## src/logic/mmno_pkg.sv

```systemverilog
package mmno_pkg;

    // Opcode patterns, compared against the top bits of the instruction word.
    localparam logic [6:0] OPC_MOVWF7 = 7'h37;  // 0110 111a
    localparam logic [6:0] OPC_NEGF7  = 7'h36;  // 0110 110a
    localparam logic [7:0] OPC_MULLW8 = 8'h0d;  // 0000 1101
    localparam logic [6:0] OPC_MULWF7 = 7'h01;  // 0000 001a
    localparam logic [3:0] OPC_NOP_HI = 4'hf;   // 1111 xxxx
    localparam logic [15:0] OPC_NOP_ZERO = 16'h0000;

    // Instruction field positions.
    localparam int unsigned ACC_BIT = 8;

    // Operand addressing constants.
    localparam logic [7:0] ILO_MAX      = 8'h5f;
    localparam logic [7:0] ACC_SPLIT    = 8'h60;
    localparam logic [5:0] ACC_LOW_BANK = 6'h00;
    localparam logic [5:0] ACC_HI_BANK  = 6'h3f;

    // Register byte offsets on the Wishbone slave.
    localparam logic [7:0] REG_WORK  = 8'h00;
    localparam logic [7:0] REG_BANK  = 8'h04;
    localparam logic [7:0] REG_CTRL  = 8'h08;
    localparam logic [7:0] REG_INDEX = 8'h0c;
    localparam logic [7:0] REG_PROD  = 8'h10;
    localparam logic [7:0] REG_STAT  = 8'h14;
    localparam logic [7:0] REG_CORE  = 8'h18;

    // Status register bit positions.
    localparam int unsigned ST_C  = 0;
    localparam int unsigned ST_DC = 1;
    localparam int unsigned ST_Z  = 2;
    localparam int unsigned ST_OV = 3;
    localparam int unsigned ST_N  = 4;

    // Reset values.
    localparam logic [7:0]  RST_BYTE = 8'h00;
    localparam logic [15:0] RST_HALF = 16'h0000;
    localparam logic [31:0] RST_WORD = 32'h0000_0000;

    typedef enum logic [3:0] {
        PH_Q1 = 4'b0001,
        PH_Q2 = 4'b0010,
        PH_Q3 = 4'b0100,
        PH_Q4 = 4'b1000
    } mmno_phase_t;

    typedef enum logic [4:0] {
        OP_NOP   = 5'b00001,
        OP_MOVE_WORKING_TO_FILE = 5'b00010,
        OP_MULTIPLY_LITERAL_OP = 5'b00100,
        OP_MULTIPLY_FILE_OP = 5'b01000,
        OP_NEGATE_FILE_OP  = 5'b10000
    } mmno_op_t;

    // Request from the core to the data register file.
    typedef struct packed {
        logic [13:0] addr;
        logic [7:0]  wdata;
        logic        we;
    } mmno_dmem_req_t;

endpackage

```

## src/logic/mmno_core.sv

```systemverilog
// Our own choices: the address map and register access over Wishbone.
`timescale 1ns/1ns
// How it works
// - Move-working-to-file copies the working register into the file register, flags kept.
// - The 8-bit file field reaches every byte of a 256-byte bank.
// - Access bit zero selects access bank; one uses the bank select register.
// - Access bit zero, extended set on, operand up to 95: indexed literal offset.
// - Multiply literal puts working times literal into product pair, high byte upper.
// - Multiply file puts working times file register into product pair, sources kept.
// - Both multiplies leave every status flag untouched, even for a zero product.
// - Negate writes inverted value plus one back, updating N, OV, C, DC, Z.
module mmno_core
    import mmno_pkg::*;
(
    input  wire logic           clk_i,
    input  wire logic           rst_i,
    input  wire logic [15:0]    instr_i,
    input  wire logic           instr_valid_i,
    output logic                instr_ready_o,
    output mmno_dmem_req_t      dmem_o,
    input  wire logic [7:0]     dmem_rdata_i,
    input  wire logic           wb_cyc_i,
    input  wire logic           wb_stb_i,
    input  wire logic           wb_we_i,
    input  wire logic [7:0]     wb_adr_i,
    input  wire logic [3:0]     wb_sel_i,
    input  wire logic [31:0]    wb_dat_i,
    output logic [31:0]         wb_dat_o,
    output logic                wb_ack_o
);

    typedef struct packed {
        mmno_phase_t    phase;
        mmno_op_t       op;
        logic [15:0]    ir;
        logic [7:0]     work;
        logic [5:0]     bank_select_register;
        logic           ext_en;
        logic [13:0]    idx_base;
        logic [15:0]    prod;
        logic [4:0]     status;
        logic [7:0]     opnd;
        logic [4:0]     new_flags;
        logic           ilo;
        logic           rdy;
        mmno_dmem_req_t dmem;
        logic           ack;
        logic [31:0]    dat;
    } mmno_state_t;

    mmno_state_t s_q;
    mmno_state_t s_d;

    logic        bus_req;
    logic        bus_wr;
    logic [7:0]  f_fld;
    logic        a_fld;
    logic [7:0]  neg_res;

    // Merge a written low byte and high byte under the Wishbone byte selects.
    function automatic logic [15:0] lane_merge(input logic [15:0] old_v, input logic [31:0] dat,
                                               input logic [3:0] sel);
        lane_merge = old_v;
        if (sel[0]) begin
            lane_merge[7:0] = dat[7:0];
        end
        if (sel[1]) begin
            lane_merge[15:8] = dat[15:8];
        end
    endfunction

    // A request is answered exactly once; ack high blocks a second take of the same request.
    // A write commits at the edge where the master samples ack, so an abandoned cycle writes nothing.
    assign bus_req = wb_cyc_i && wb_stb_i && !s_q.ack;
    assign bus_wr  = wb_cyc_i && wb_stb_i && wb_we_i && s_q.ack;
    assign f_fld   = s_q.ir[7:0];
    assign a_fld   = s_q.ir[ACC_BIT];
    assign neg_res = 8'(~s_q.opnd + 8'h01);

    // Next-state logic for the whole core: bus slave first, instruction effects after so they win.
    always_comb begin
        logic [15:0] m;
        logic [7:0]  f_in;
        m    = RST_HALF;
        f_in = instr_i[7:0];
        s_d  = s_q;
        s_d.ack = bus_req;
        s_d.dat = RST_WORD;
        s_d.dmem.we = 1'b0;

        // Register reads return the state seen in the cycle of the request.
        if (bus_req && !wb_we_i) begin
            unique case (wb_adr_i)
                REG_WORK:  s_d.dat = {24'h000000, s_q.work};
                REG_BANK:  s_d.dat = {26'h0000000, s_q.bank_select_register};
                REG_CTRL:  s_d.dat = {31'h00000000, s_q.ext_en};
                REG_INDEX: s_d.dat = {18'h00000, s_q.idx_base};
                REG_PROD:  s_d.dat = {16'h0000, s_q.prod};
                REG_STAT:  s_d.dat = {27'h0000000, s_q.status};
                REG_CORE:  s_d.dat = {22'h000000, s_q.rdy, s_q.op, s_q.phase};
                default:   s_d.dat = RST_WORD;
            endcase
        end

        // Register writes; unmapped offsets are acknowledged and dropped.
        if (bus_wr) begin
            unique case (wb_adr_i)
                REG_WORK: begin
                    m = lane_merge({8'h00, s_q.work}, wb_dat_i, wb_sel_i);
                    s_d.work = m[7:0];
                end
                REG_BANK: begin
                    m = lane_merge({10'h000, s_q.bank_select_register}, wb_dat_i, wb_sel_i);
                    s_d.bank_select_register = m[5:0];
                end
                REG_CTRL: begin
                    m = lane_merge({15'h0000, s_q.ext_en}, wb_dat_i, wb_sel_i);
                    s_d.ext_en = m[0];
                end
                REG_INDEX: begin
                    m = lane_merge({2'h0, s_q.idx_base}, wb_dat_i, wb_sel_i);
                    s_d.idx_base = m[13:0];
                end
                REG_PROD: s_d.prod = lane_merge(s_q.prod, wb_dat_i, wb_sel_i);
                REG_STAT: begin
                    m = lane_merge({11'h000, s_q.status}, wb_dat_i, wb_sel_i);
                    s_d.status = m[4:0];
                end
                default: s_d.dat = RST_WORD;
            endcase
        end

        // The four-phase ring runs free; an instruction is only taken at the first quarter.
        unique case (s_q.phase)
            PH_Q1: begin
                s_d.phase = PH_Q2;
                s_d.op    = OP_NOP;
                s_d.ir    = OPC_NOP_ZERO;
                s_d.ilo   = 1'b0;
                if (instr_valid_i) begin
                    s_d.ir = instr_i;
                    // Top bits pick the operation; anything not listed runs as a no-operation.
                    if (instr_i[15:9] == OPC_MOVWF7) begin
                        s_d.op = OP_MOVE_WORKING_TO_FILE;
                    end else if (instr_i[15:9] == OPC_NEGF7) begin
                        s_d.op = OP_NEGATE_FILE_OP;
                    end else if (instr_i[15:8] == OPC_MULLW8) begin
                        s_d.op = OP_MULTIPLY_LITERAL_OP;
                    end else if (instr_i[15:9] == OPC_MULWF7) begin
                        s_d.op = OP_MULTIPLY_FILE_OP;
                    end else begin
                        s_d.op = OP_NOP;
                    end
                    // Operand address, fixed for the rest of the cycle.
                    if (instr_i[ACC_BIT]) begin
                        s_d.dmem.addr = {s_q.bank_select_register, f_in};
                    end else if (s_q.ext_en && f_in <= ILO_MAX) begin
                        s_d.ilo = 1'b1;
                        s_d.dmem.addr = 14'(s_q.idx_base + {6'h00, f_in});
                    end else if (f_in < ACC_SPLIT) begin
                        s_d.dmem.addr = {ACC_LOW_BANK, f_in};
                    end else begin
                        s_d.dmem.addr = {ACC_HI_BANK, f_in};
                    end
                end
            end
            PH_Q2: begin
                s_d.phase = PH_Q3;
                // File read data is combinational, so it is caught at the end of the second quarter.
                s_d.opnd  = dmem_rdata_i;
            end
            PH_Q3: begin
                s_d.phase = PH_Q4;
                // Flags for negate are worked out here so the fourth quarter only commits.
                s_d.new_flags[ST_C]  = (s_q.opnd == RST_BYTE);
                s_d.new_flags[ST_DC] = (s_q.opnd[3:0] == 4'h0);
                s_d.new_flags[ST_Z]  = (neg_res == RST_BYTE);
                s_d.new_flags[ST_OV] = (s_q.opnd == 8'h80);
                s_d.new_flags[ST_N]  = neg_res[7];
                if (s_q.op == OP_MOVE_WORKING_TO_FILE) begin
                    s_d.dmem.we    = 1'b1;
                    s_d.dmem.wdata = s_q.work;
                end else if (s_q.op == OP_NEGATE_FILE_OP) begin
                    s_d.dmem.we    = 1'b1;
                    s_d.dmem.wdata = neg_res;
                end
            end
            PH_Q4: begin
                s_d.phase = PH_Q1;
                // Product and flags committed here override a bus write in the same cycle.
                if (s_q.op == OP_MULTIPLY_LITERAL_OP) begin
                    s_d.prod = 16'(s_q.work * f_fld);
                end else if (s_q.op == OP_MULTIPLY_FILE_OP) begin
                    s_d.prod = 16'(s_q.work * s_q.opnd);
                end else if (s_q.op == OP_NEGATE_FILE_OP) begin
                    s_d.status = s_q.new_flags;
                end
            end
        endcase
        s_d.rdy = (s_d.phase == PH_Q1);
    end

    // Single state register; synchronous reset to constants.
    always_ff @(posedge clk_i) begin
        if (rst_i) begin
            s_q <= '{phase: PH_Q1, op: OP_NOP, ir: RST_HALF, work: RST_BYTE, bank_select_register: 6'h00,
                     ext_en: 1'b0, idx_base: 14'h0000, prod: RST_HALF, status: 5'h00,
                     opnd: RST_BYTE, new_flags: 5'h00, ilo: 1'b0, rdy: 1'b1,
                     dmem: '{addr: 14'h0000, wdata: RST_BYTE, we: 1'b0}, ack: 1'b0, dat: RST_WORD};
        end else begin
            s_q <= s_d;
        end
    end

    // Every output is a field of the state register, so none carries a combinational path.
    assign instr_ready_o = s_q.rdy;
    assign dmem_o        = s_q.dmem;
    assign wb_dat_o      = s_q.dat;
    assign wb_ack_o      = s_q.ack;

    // Helper terms read only by the checks below.
    logic stat_bus_wr;
    logic prod_bus_wr;
    assign stat_bus_wr = bus_wr && wb_adr_i == REG_STAT;
    assign prod_bus_wr = bus_wr && wb_adr_i == REG_PROD;
endmodule

```

## config.mk

```make
export PLATFORM = sky130hd
export DESIGN_NAME = mmno_core
export DESIGN_NICKNAME = d
export VERILOG_FILES = /design/src/logic/mmno_pkg.sv /design/src/logic/mmno_core.sv
export SDC_FILE = /design/constraint.sdc
export NUM_CORES = 1
export LEC_CHECK = 0
export BUFFER_PORTS_ARGS = -buffer_cell sky130_fd_sc_hd__buf_2
export CAP_MARGIN = 20
export CORE_ASPECT_RATIO = 2
export CORE_MARGIN = 5
export CORE_UTILIZATION = 54
export CTS_CLUSTER_DIAMETER = 200
export DETAILED_ROUTE_END_ITERATION = 16
export PLACE_DENSITY = 0.77
export SLEW_MARGIN = 20
export SYNTH_ARGS = -nofsm -noshare
export SYNTH_HDL_FRONTEND = slang
export SYNTH_SLANG_ARGS = --single-unit
```

## constraint.sdc

```tcl
create_clock -name clk_i -period 4.8 [get_ports clk_i]
set_input_delay 0.48 -clock clk_i [delete_from_list [all_inputs] [get_ports clk_i]]
set_output_delay 0.48 -clock clk_i [all_outputs]
set_load 0.05 [all_outputs]
```

==> results.txt, run 1 <==
Run status -> finished, final reports clean
Overflow after GRT -> 0
Die W -> 108.5 um
Starting DRT DRC Count -> 719
First-pass GRT wire length -> 46590 um
Critical path arrival -> 5.02 ns
Max cap viols -> 0
Most frequent cells in the layout -> 113 x and2_1, 112 x dfxtp_1, 109 x inv_1
ANT nets after route -> 0
DRC Markers -> 0
CTS max path bufs -> 2
CP Data Required Time -> 5.13 ns
Top-Level Pins -> 131
Area fraction of the dominant cell type after synthesis -> 23.13%
Layout Nets -> 1539
GRT Total Usage -> 26.80%
Clock Latency Late Sink -> 0.43 ns
CP cell instances -> buf_4, and2_1, fa_1, fa_1, fa_1, inv_1, fa_1, inv_1, ha_1, or3_1, a2111oi_0, nor3_1, xor2_1, a22oi_1, o32ai_1
Post-Synthesis Cells -> 1245
TritonCTS clock tree -> yes
Placed cells -> 1551
Total Wirelength -> 29470 um
Non-filler instance count after layout -> 1583
Pre-antenna DRT Iters -> 8
Worst Tran Pin Value -> 1.060 ns
Ys flop type -> dfxtp_1
Ranking of synthesized cells by area -> dfxtp_1 23%, fa_1 14%, ha_1 9.7%, and2_1 6.7%, mux2i_1 4.7%
XOR/XNOR share of the synthesized area -> 3.010%
Commonest non-fill, non-tap cell in the layout -> and2_1
Gp weighted congestion -> 1.000
Setup violators final -> 0
IO buf count -> 96
# rows -> 72
Vias in the first global route -> 9360
Area Overhead vs Synth -> 12.85%
Total power -> 2.694 mW
Hpwl dp -> 22890 um
Vias per Instance -> 5.826
Initial antenna violation count -> 0
Most Frequent Cell on Critical Path -> fa_1
Finished Core Util -> 61.60%
Peak VDD IR -> 0.0003007 V
Buf/Inv on CP -> 3
Worst Clk Skew -> 0.008496 ns
Layout cells sized above 1 -> 16.24%
Pins Over Slew Limit -> 0
Die Area -> 22450 um^2
Slew headroom -> 29.35%
Pwr/cell area -> 227.9 nW/um^2
Die span in y -> 207.0 um
Leak -> 5.361 nW
Initial Utilization -> 54.58%
Worst path max stage delay -> 0.56 ns
Avg Cell Area, Syn -> 8.413 um^2
Peak fanout along the critical path -> 6
Clock Sinks -> 121
CP max-delay cell -> fa_1
Mux contribution to synthesized area -> 4.683%
H-tree Lvls -> 4
Largest net degree at the start of global routing -> 91
#FFs+latches synth -> 121
Clock buffer count from CTS -> 17
Antenna cells -> 0
Sequential area share after synthesis -> 23.13%
RSZ-0062 raised after global routing -> false
Post-synth EDFFs -> 0
CORE AREA -> 19190 um^2
Asr flop ratio synth -> 0%
Worst setup SP type -> flop
Final Hold Vio Count -> 0
Max Fclk -> 213.4 MHz
CTS clk-pin slew, worst paths -> 0.06 ns
Total Negative Setup Slacks -> 0 ns
Fin crit period -> 4.687 ns
Crit share post-route -> 97.64%
Routed via count -> 9223
Yosys cell types -> 68
Main combinational cell family by area after synthesis -> adder cells
Min-Delay Path Class -> in2reg
Worst setup path category -> reg2reg
Drt wl/cell -> 18.62 um
Synth Area in Adders -> 23.63%
CP endpoint kind -> flop
Top cell type by total area after synthesis -> dfxtp_1
Synthesis warning total -> 0
Root Buffer -> clkbuf_16
# hold bufs at CTS -> 0
Crit path max-delay family -> adder cells
Mapped Area -> 10470 um^2
Simple-gate share of the synthesized area -> 21.79%
Compound-cell area share of the yosys netlist -> 13.36%
[metal layers]
layer	GRT usage (%)	part of all wire (%)	wire length, um
met1	26.76	34	10090
met5	0	0	0
met2	47.74	53	15510
met3	3.766	4.6	1359
met4	22.80	8.5	2516
[power by group]
group | total (mW) | internal, mW | switching (mW)
Clock | 1.43 | 0.937 | 0.495
Combinational | 0.221 | 0.0657 | 0.156
Sequential | 1.04 | 1.02 | 0.0217
[final cells by class]
type / count / area, um^2
fillers: 1641 / 7368
multi-input cells: 910 / 7059
flip-flops and latches: 121 / 2441
repair buffers: 152 / 928.4
clock buffers: 18 / 439.2
inverters: 109 / 409.1
well taps: 259 / 324.1
clock inverters: 14 / 219.0
[worst paths after layout]
check	endpoint	start	cells past startpoint	slack, ns
max reg2reg	s_q[87]	s_q[70]	15	0.11
max	s_q[87]	s_q[70]	15	0.11
min	s_q[68]	dmem_rdata_i[5]	3	0.29
min reg2reg	dmem_o[14]	dmem_o[14]	2	0.45
[state kept, by name, summed over array words and instances, names as in the netlist]
name / count
f_fld: 8
dmem_o: 23
wb_dat_o: 16
instr_ready_o: 1
s_q: 72
wb_ack_o: 1
[metrics by stage]
stage	hold WS [ns]	setup slack (ns)	cell area, um^2
3_5_place_dp	0.4441	-0.04741	11110
3_3_place_gp	0.4355	-0.01768	11110
5_1_grt	0.2896	0.003663	11820
6_report	0.2873	0.1134	11820
4_1_cts	0.2792	0.07547	11770
2_1_floorplan	0.4313	0.1233	10530
[tightest hold or removal path: stages]
cell     delay, ns
buf_2         0.10
nand2_1       0.05
a21oi_1       0.05
[what timing repair did]
action / in CTS / in global routing
setup buffers: 0 / 0
pin swaps: 0 / 2
setup endpoints to repair: 4 / 7
gates resized for setup: 3 / 14
[logic make-up (layout without fill, tap and decap cells)]
| family | after synthesis | after routing |
|---|---|---|
| other | 1 | 16 |
| muxes | 49 | 49 |
| adders and majority gates | 154 | 154 |
| AOI/OAI and AO/OA | 211 | 211 |
| DFF | 121 | 121 |
| buffers and inverters | 229 | 293 |
| and+or+nand+nor | 444 | 444 |
| xor gates and xnor gates | 36 | 36 |
[Yosys cell counts, drive strengths merged (27+ instances only)]
cell type,count
a21oi,75
and2,113
buf,70
clkbuf,50
dfxtp,121
fa,73
ha,81
inv,109
mux2i,49
nand2,105
nand3,27
nor2,104
No activity file was read; power rests on OpenSTA's default activity.
==> inputs of run 2 (changes only) <==
--- a/config.mk
+++ b/config.mk
@@ -8,8 +8,9 @@
 export BUFFER_PORTS_ARGS = -buffer_cell sky130_fd_sc_hd__buf_2
 export CAP_MARGIN = 20
 export CORE_ASPECT_RATIO = 2
-export CORE_MARGIN = 5
+export CORE_MARGIN = 2
 export CORE_UTILIZATION = 54
+export CTS_BUF_LIST = sky130_fd_sc_hd__clkbuf_16
 export CTS_CLUSTER_DIAMETER = 200
 export DETAILED_ROUTE_END_ITERATION = 16
 export PLACE_DENSITY = 0.77
==> constraint.sdc (replaced) <==
create_clock -name clk_i -period 4.2 [get_ports clk_i]
set_input_delay 0.42 -clock clk_i [delete_from_list [all_inputs] [get_ports clk_i]]
set_output_delay 0.42 -clock clk_i [all_outputs]
set_load 0.05 [all_outputs]
==> results.txt, run 2 (synthesized netlist as in run 1, its figures left out) <==
Run status -> finished with violations
Failing checks -> negative setup slack
Peak VDD IR -> 0.0003289 V (+9.4%)
ANT nets after route -> 0 (unchanged)
Most frequent cells in the layout -> 109 x and2_1, 109 x buf_4, 108 x dfxtp_1
H-tree Lvls -> 4 (unchanged)
Hold Worst Slack -> 0.2204 ns (-0.06691 ns)
Setup violators final -> 8 (+8)
Vias in the first global route -> 9797 (+4.7%)
Worst setup path category -> reg2reg
Vias per Instance -> 5.771 (-0.95%)
Critical path arrival -> 4.84 ns (-0.18 ns)
Routed via count -> 9499 (+3.0%)
Initial antenna violation count -> 0 (unchanged)
Pins Over Slew Limit -> 0 (unchanged)
Max Fclk -> 222.5 MHz (+4.3%)
RSZ-0062 raised after global routing -> true
First-pass GRT wire length -> 49340 um (+5.9%)
Worst path max stage delay -> 0.52 ns (-0.04 ns)
CP endpoint kind -> flop
Clock buffer count from CTS -> 17 (unchanged)
TritonCTS clock tree -> yes
DRC Markers -> 0 (unchanged)
Top-Level Pins -> 131 (unchanged)
Most flops, register -> s_q
CP max-delay cell -> fa_1
Clock Sinks -> 121 (unchanged)
Layout cells sized above 1 -> 25.59% (+9.4 points)
Root Buffer -> clkbuf_16
Worst Tran Pin Value -> 1.053 ns (-0.006309 ns)
Worst setup SP type -> flop
Die Area -> 20590 um^2 (-8.3%)
Die span in y -> 201.0 um (-2.9%)
Antenna cells -> 0 (unchanged)
Total Negative Setup Slacks -> -1.857 ns (-1.857 ns)
Largest net degree at the start of global routing -> 108 (+19%)
# rows -> 72 (unchanged)
GRT Total Usage -> 31.48% (+4.7 points)
Worst Setup Slack, final -> -0.2942 ns (-0.4076 ns)
Most Frequent Cell on Critical Path -> fa_1
Fin crit period -> 4.494 ns (-0.1924 ns)
Gp weighted congestion -> 0.9621 (-3.8%)
Slew headroom -> 29.39% (+0.038 points)
Worst Clk Skew -> 0.01057 ns (+0.002075 ns)
CP cell instances -> buf_12, buf_4, and2_1, fa_1, fa_1, fa_1, inv_1, fa_1, inv_1, ha_4, and3_4, a221o_2, buf_6, o31ai_4, xnor2_1, a22oi_2, o32ai_2
CORE AREA -> 19190 um^2 (unchanged)
Die W -> 102.5 um (-5.5%)
Pwr/cell area -> 230.2 nW/um^2 (+1.0%)
Min-Delay Path Class -> in2reg
Crit share post-route -> 107.0% (+9.4 points)
CP Data Required Time -> 4.55 ns (-0.58 ns)
Hpwl dp -> 24020 um (+4.9%)
CTS clk-pin slew, worst paths -> 0.06 ns (about the same)
IO buf count -> 96 (unchanged)
Layout Nets -> 1602 (+4.1%)
Pre-antenna DRT Iters -> 7 (-1)
Max cap viols -> 0 (unchanged)
Clock Latency Late Sink -> 0.44 ns (about the same)
Final Hold Vio Count -> 0 (unchanged)
Leak -> 5.677 nW (+5.9%)
Drt wl/cell -> 19.48 um (+4.6%)
Peak fanout along the critical path -> 5 (-1)
Initial Utilization -> 54.58% (unchanged)
Area Overhead vs Synth -> 21.72%
Starting DRT DRC Count -> 531 (-26%)
CTS max path bufs -> 2 (unchanged)
Total Wirelength -> 32060 um (+8.8%)
Overflow after GRT -> 0 (unchanged)
Max FFs per register -> 72 (unchanged)
## run 2: cell count changes in the layout (fill, tap and decap cells not counted), moves of 8 or more
| cell | delta |
|---|---|
| buf_4 | +54 |
| ha_1 | -10 |
| inv_2 | +10 |
| ha_4 | +9 |
| a21oi_1 | -8 |
| dfxtp_4 | +8 |
| inv_1 | -8 |
## run 2: power by group
part	switching (mW)	leakage, nW	total, mW	internal, mW
clock network	0.564	0.290	1.48	0.921
registers	0.0215	0.988	1.18	1.16
logic	0.184	4.40	0.268	0.0844
total	0.769	5.68	2.93	2.17
## run 2: worst paths after layout
path                   start    endpoint  slack [ns]  cells after the start
max                 s_q[117]     s_q[87]       -0.29                     17
min          dmem_rdata_i[4]     s_q[67]        0.22                      3
max reg2reg         s_q[117]     s_q[87]       -0.29                     17
min reg2reg       dmem_o[14]  dmem_o[14]        0.45                      2
## run 2: timing repair
| action | 4_1_cts | 5_1_grt |
|---|---|---|
| pin swaps | 49 | 55 |
| setup endpoints to repair | 10 | 10 |
| hold buffers | 0 | 0 |
| buffers inserted | 15 | 8 |
| resized for setup | 73 | 47 |
## run 2: critical path: cells and delay by family (launching register included)
kind / cells / cell delay (ns)
DFF: 1 / 0.35
buffers and inverters: 5 / 0.52
xor gates and xnor gates: 1 / 0.16
and+or+nand+nor: 2 / 0.29
AOI/OAI and AO/OA: 4 / 0.94
adders and majority gates: 5 / 2.15
## run 2: per-layer routing
metal,track usage [%],share of wire [%],up-vias,wire (um)
met3,4.735,4.3,145,1363
met5,0,0,-,0
met2,56.54,54,383,17230
li1,-,-,4385,-
met4,20.90,7.6,0,2452
met1,32.35,34,4586,11020
## run 2: cell type report
cell class / count / area (um^2)
clock buffer: 17 / 425.4
clock inverter: 15 / 161.4
fill: 1504 / 6440
inverter: 109 / 409.1
multi-input combinational: 910 / 7507
sequential: 121 / 2466
tap: 259 / 324.1
timing repair buffer: 215 / 1455
## run 2: through the flow
step / utilization (%) / cells / setup WS, ns / area (um^2) / power (mW)
3_5_place_dp: 59.79 / 1590 / -0.5382 / 11470 / 1.470
2_1_floorplan: - / 1260 / -0.2982 / 10660 / 1.396
3_3_place_gp: 59.79 / 1590 / -0.4901 / 11470 / 1.467
4_1_cts: 64.95 / 1637 / -0.2996 / 12460 / 2.938
6_report: 66.44 / 1646 / -0.2942 / 12750 / 2.935
5_1_grt: 66.44 / 1646 / -0.4223 / 12750 / 3.019
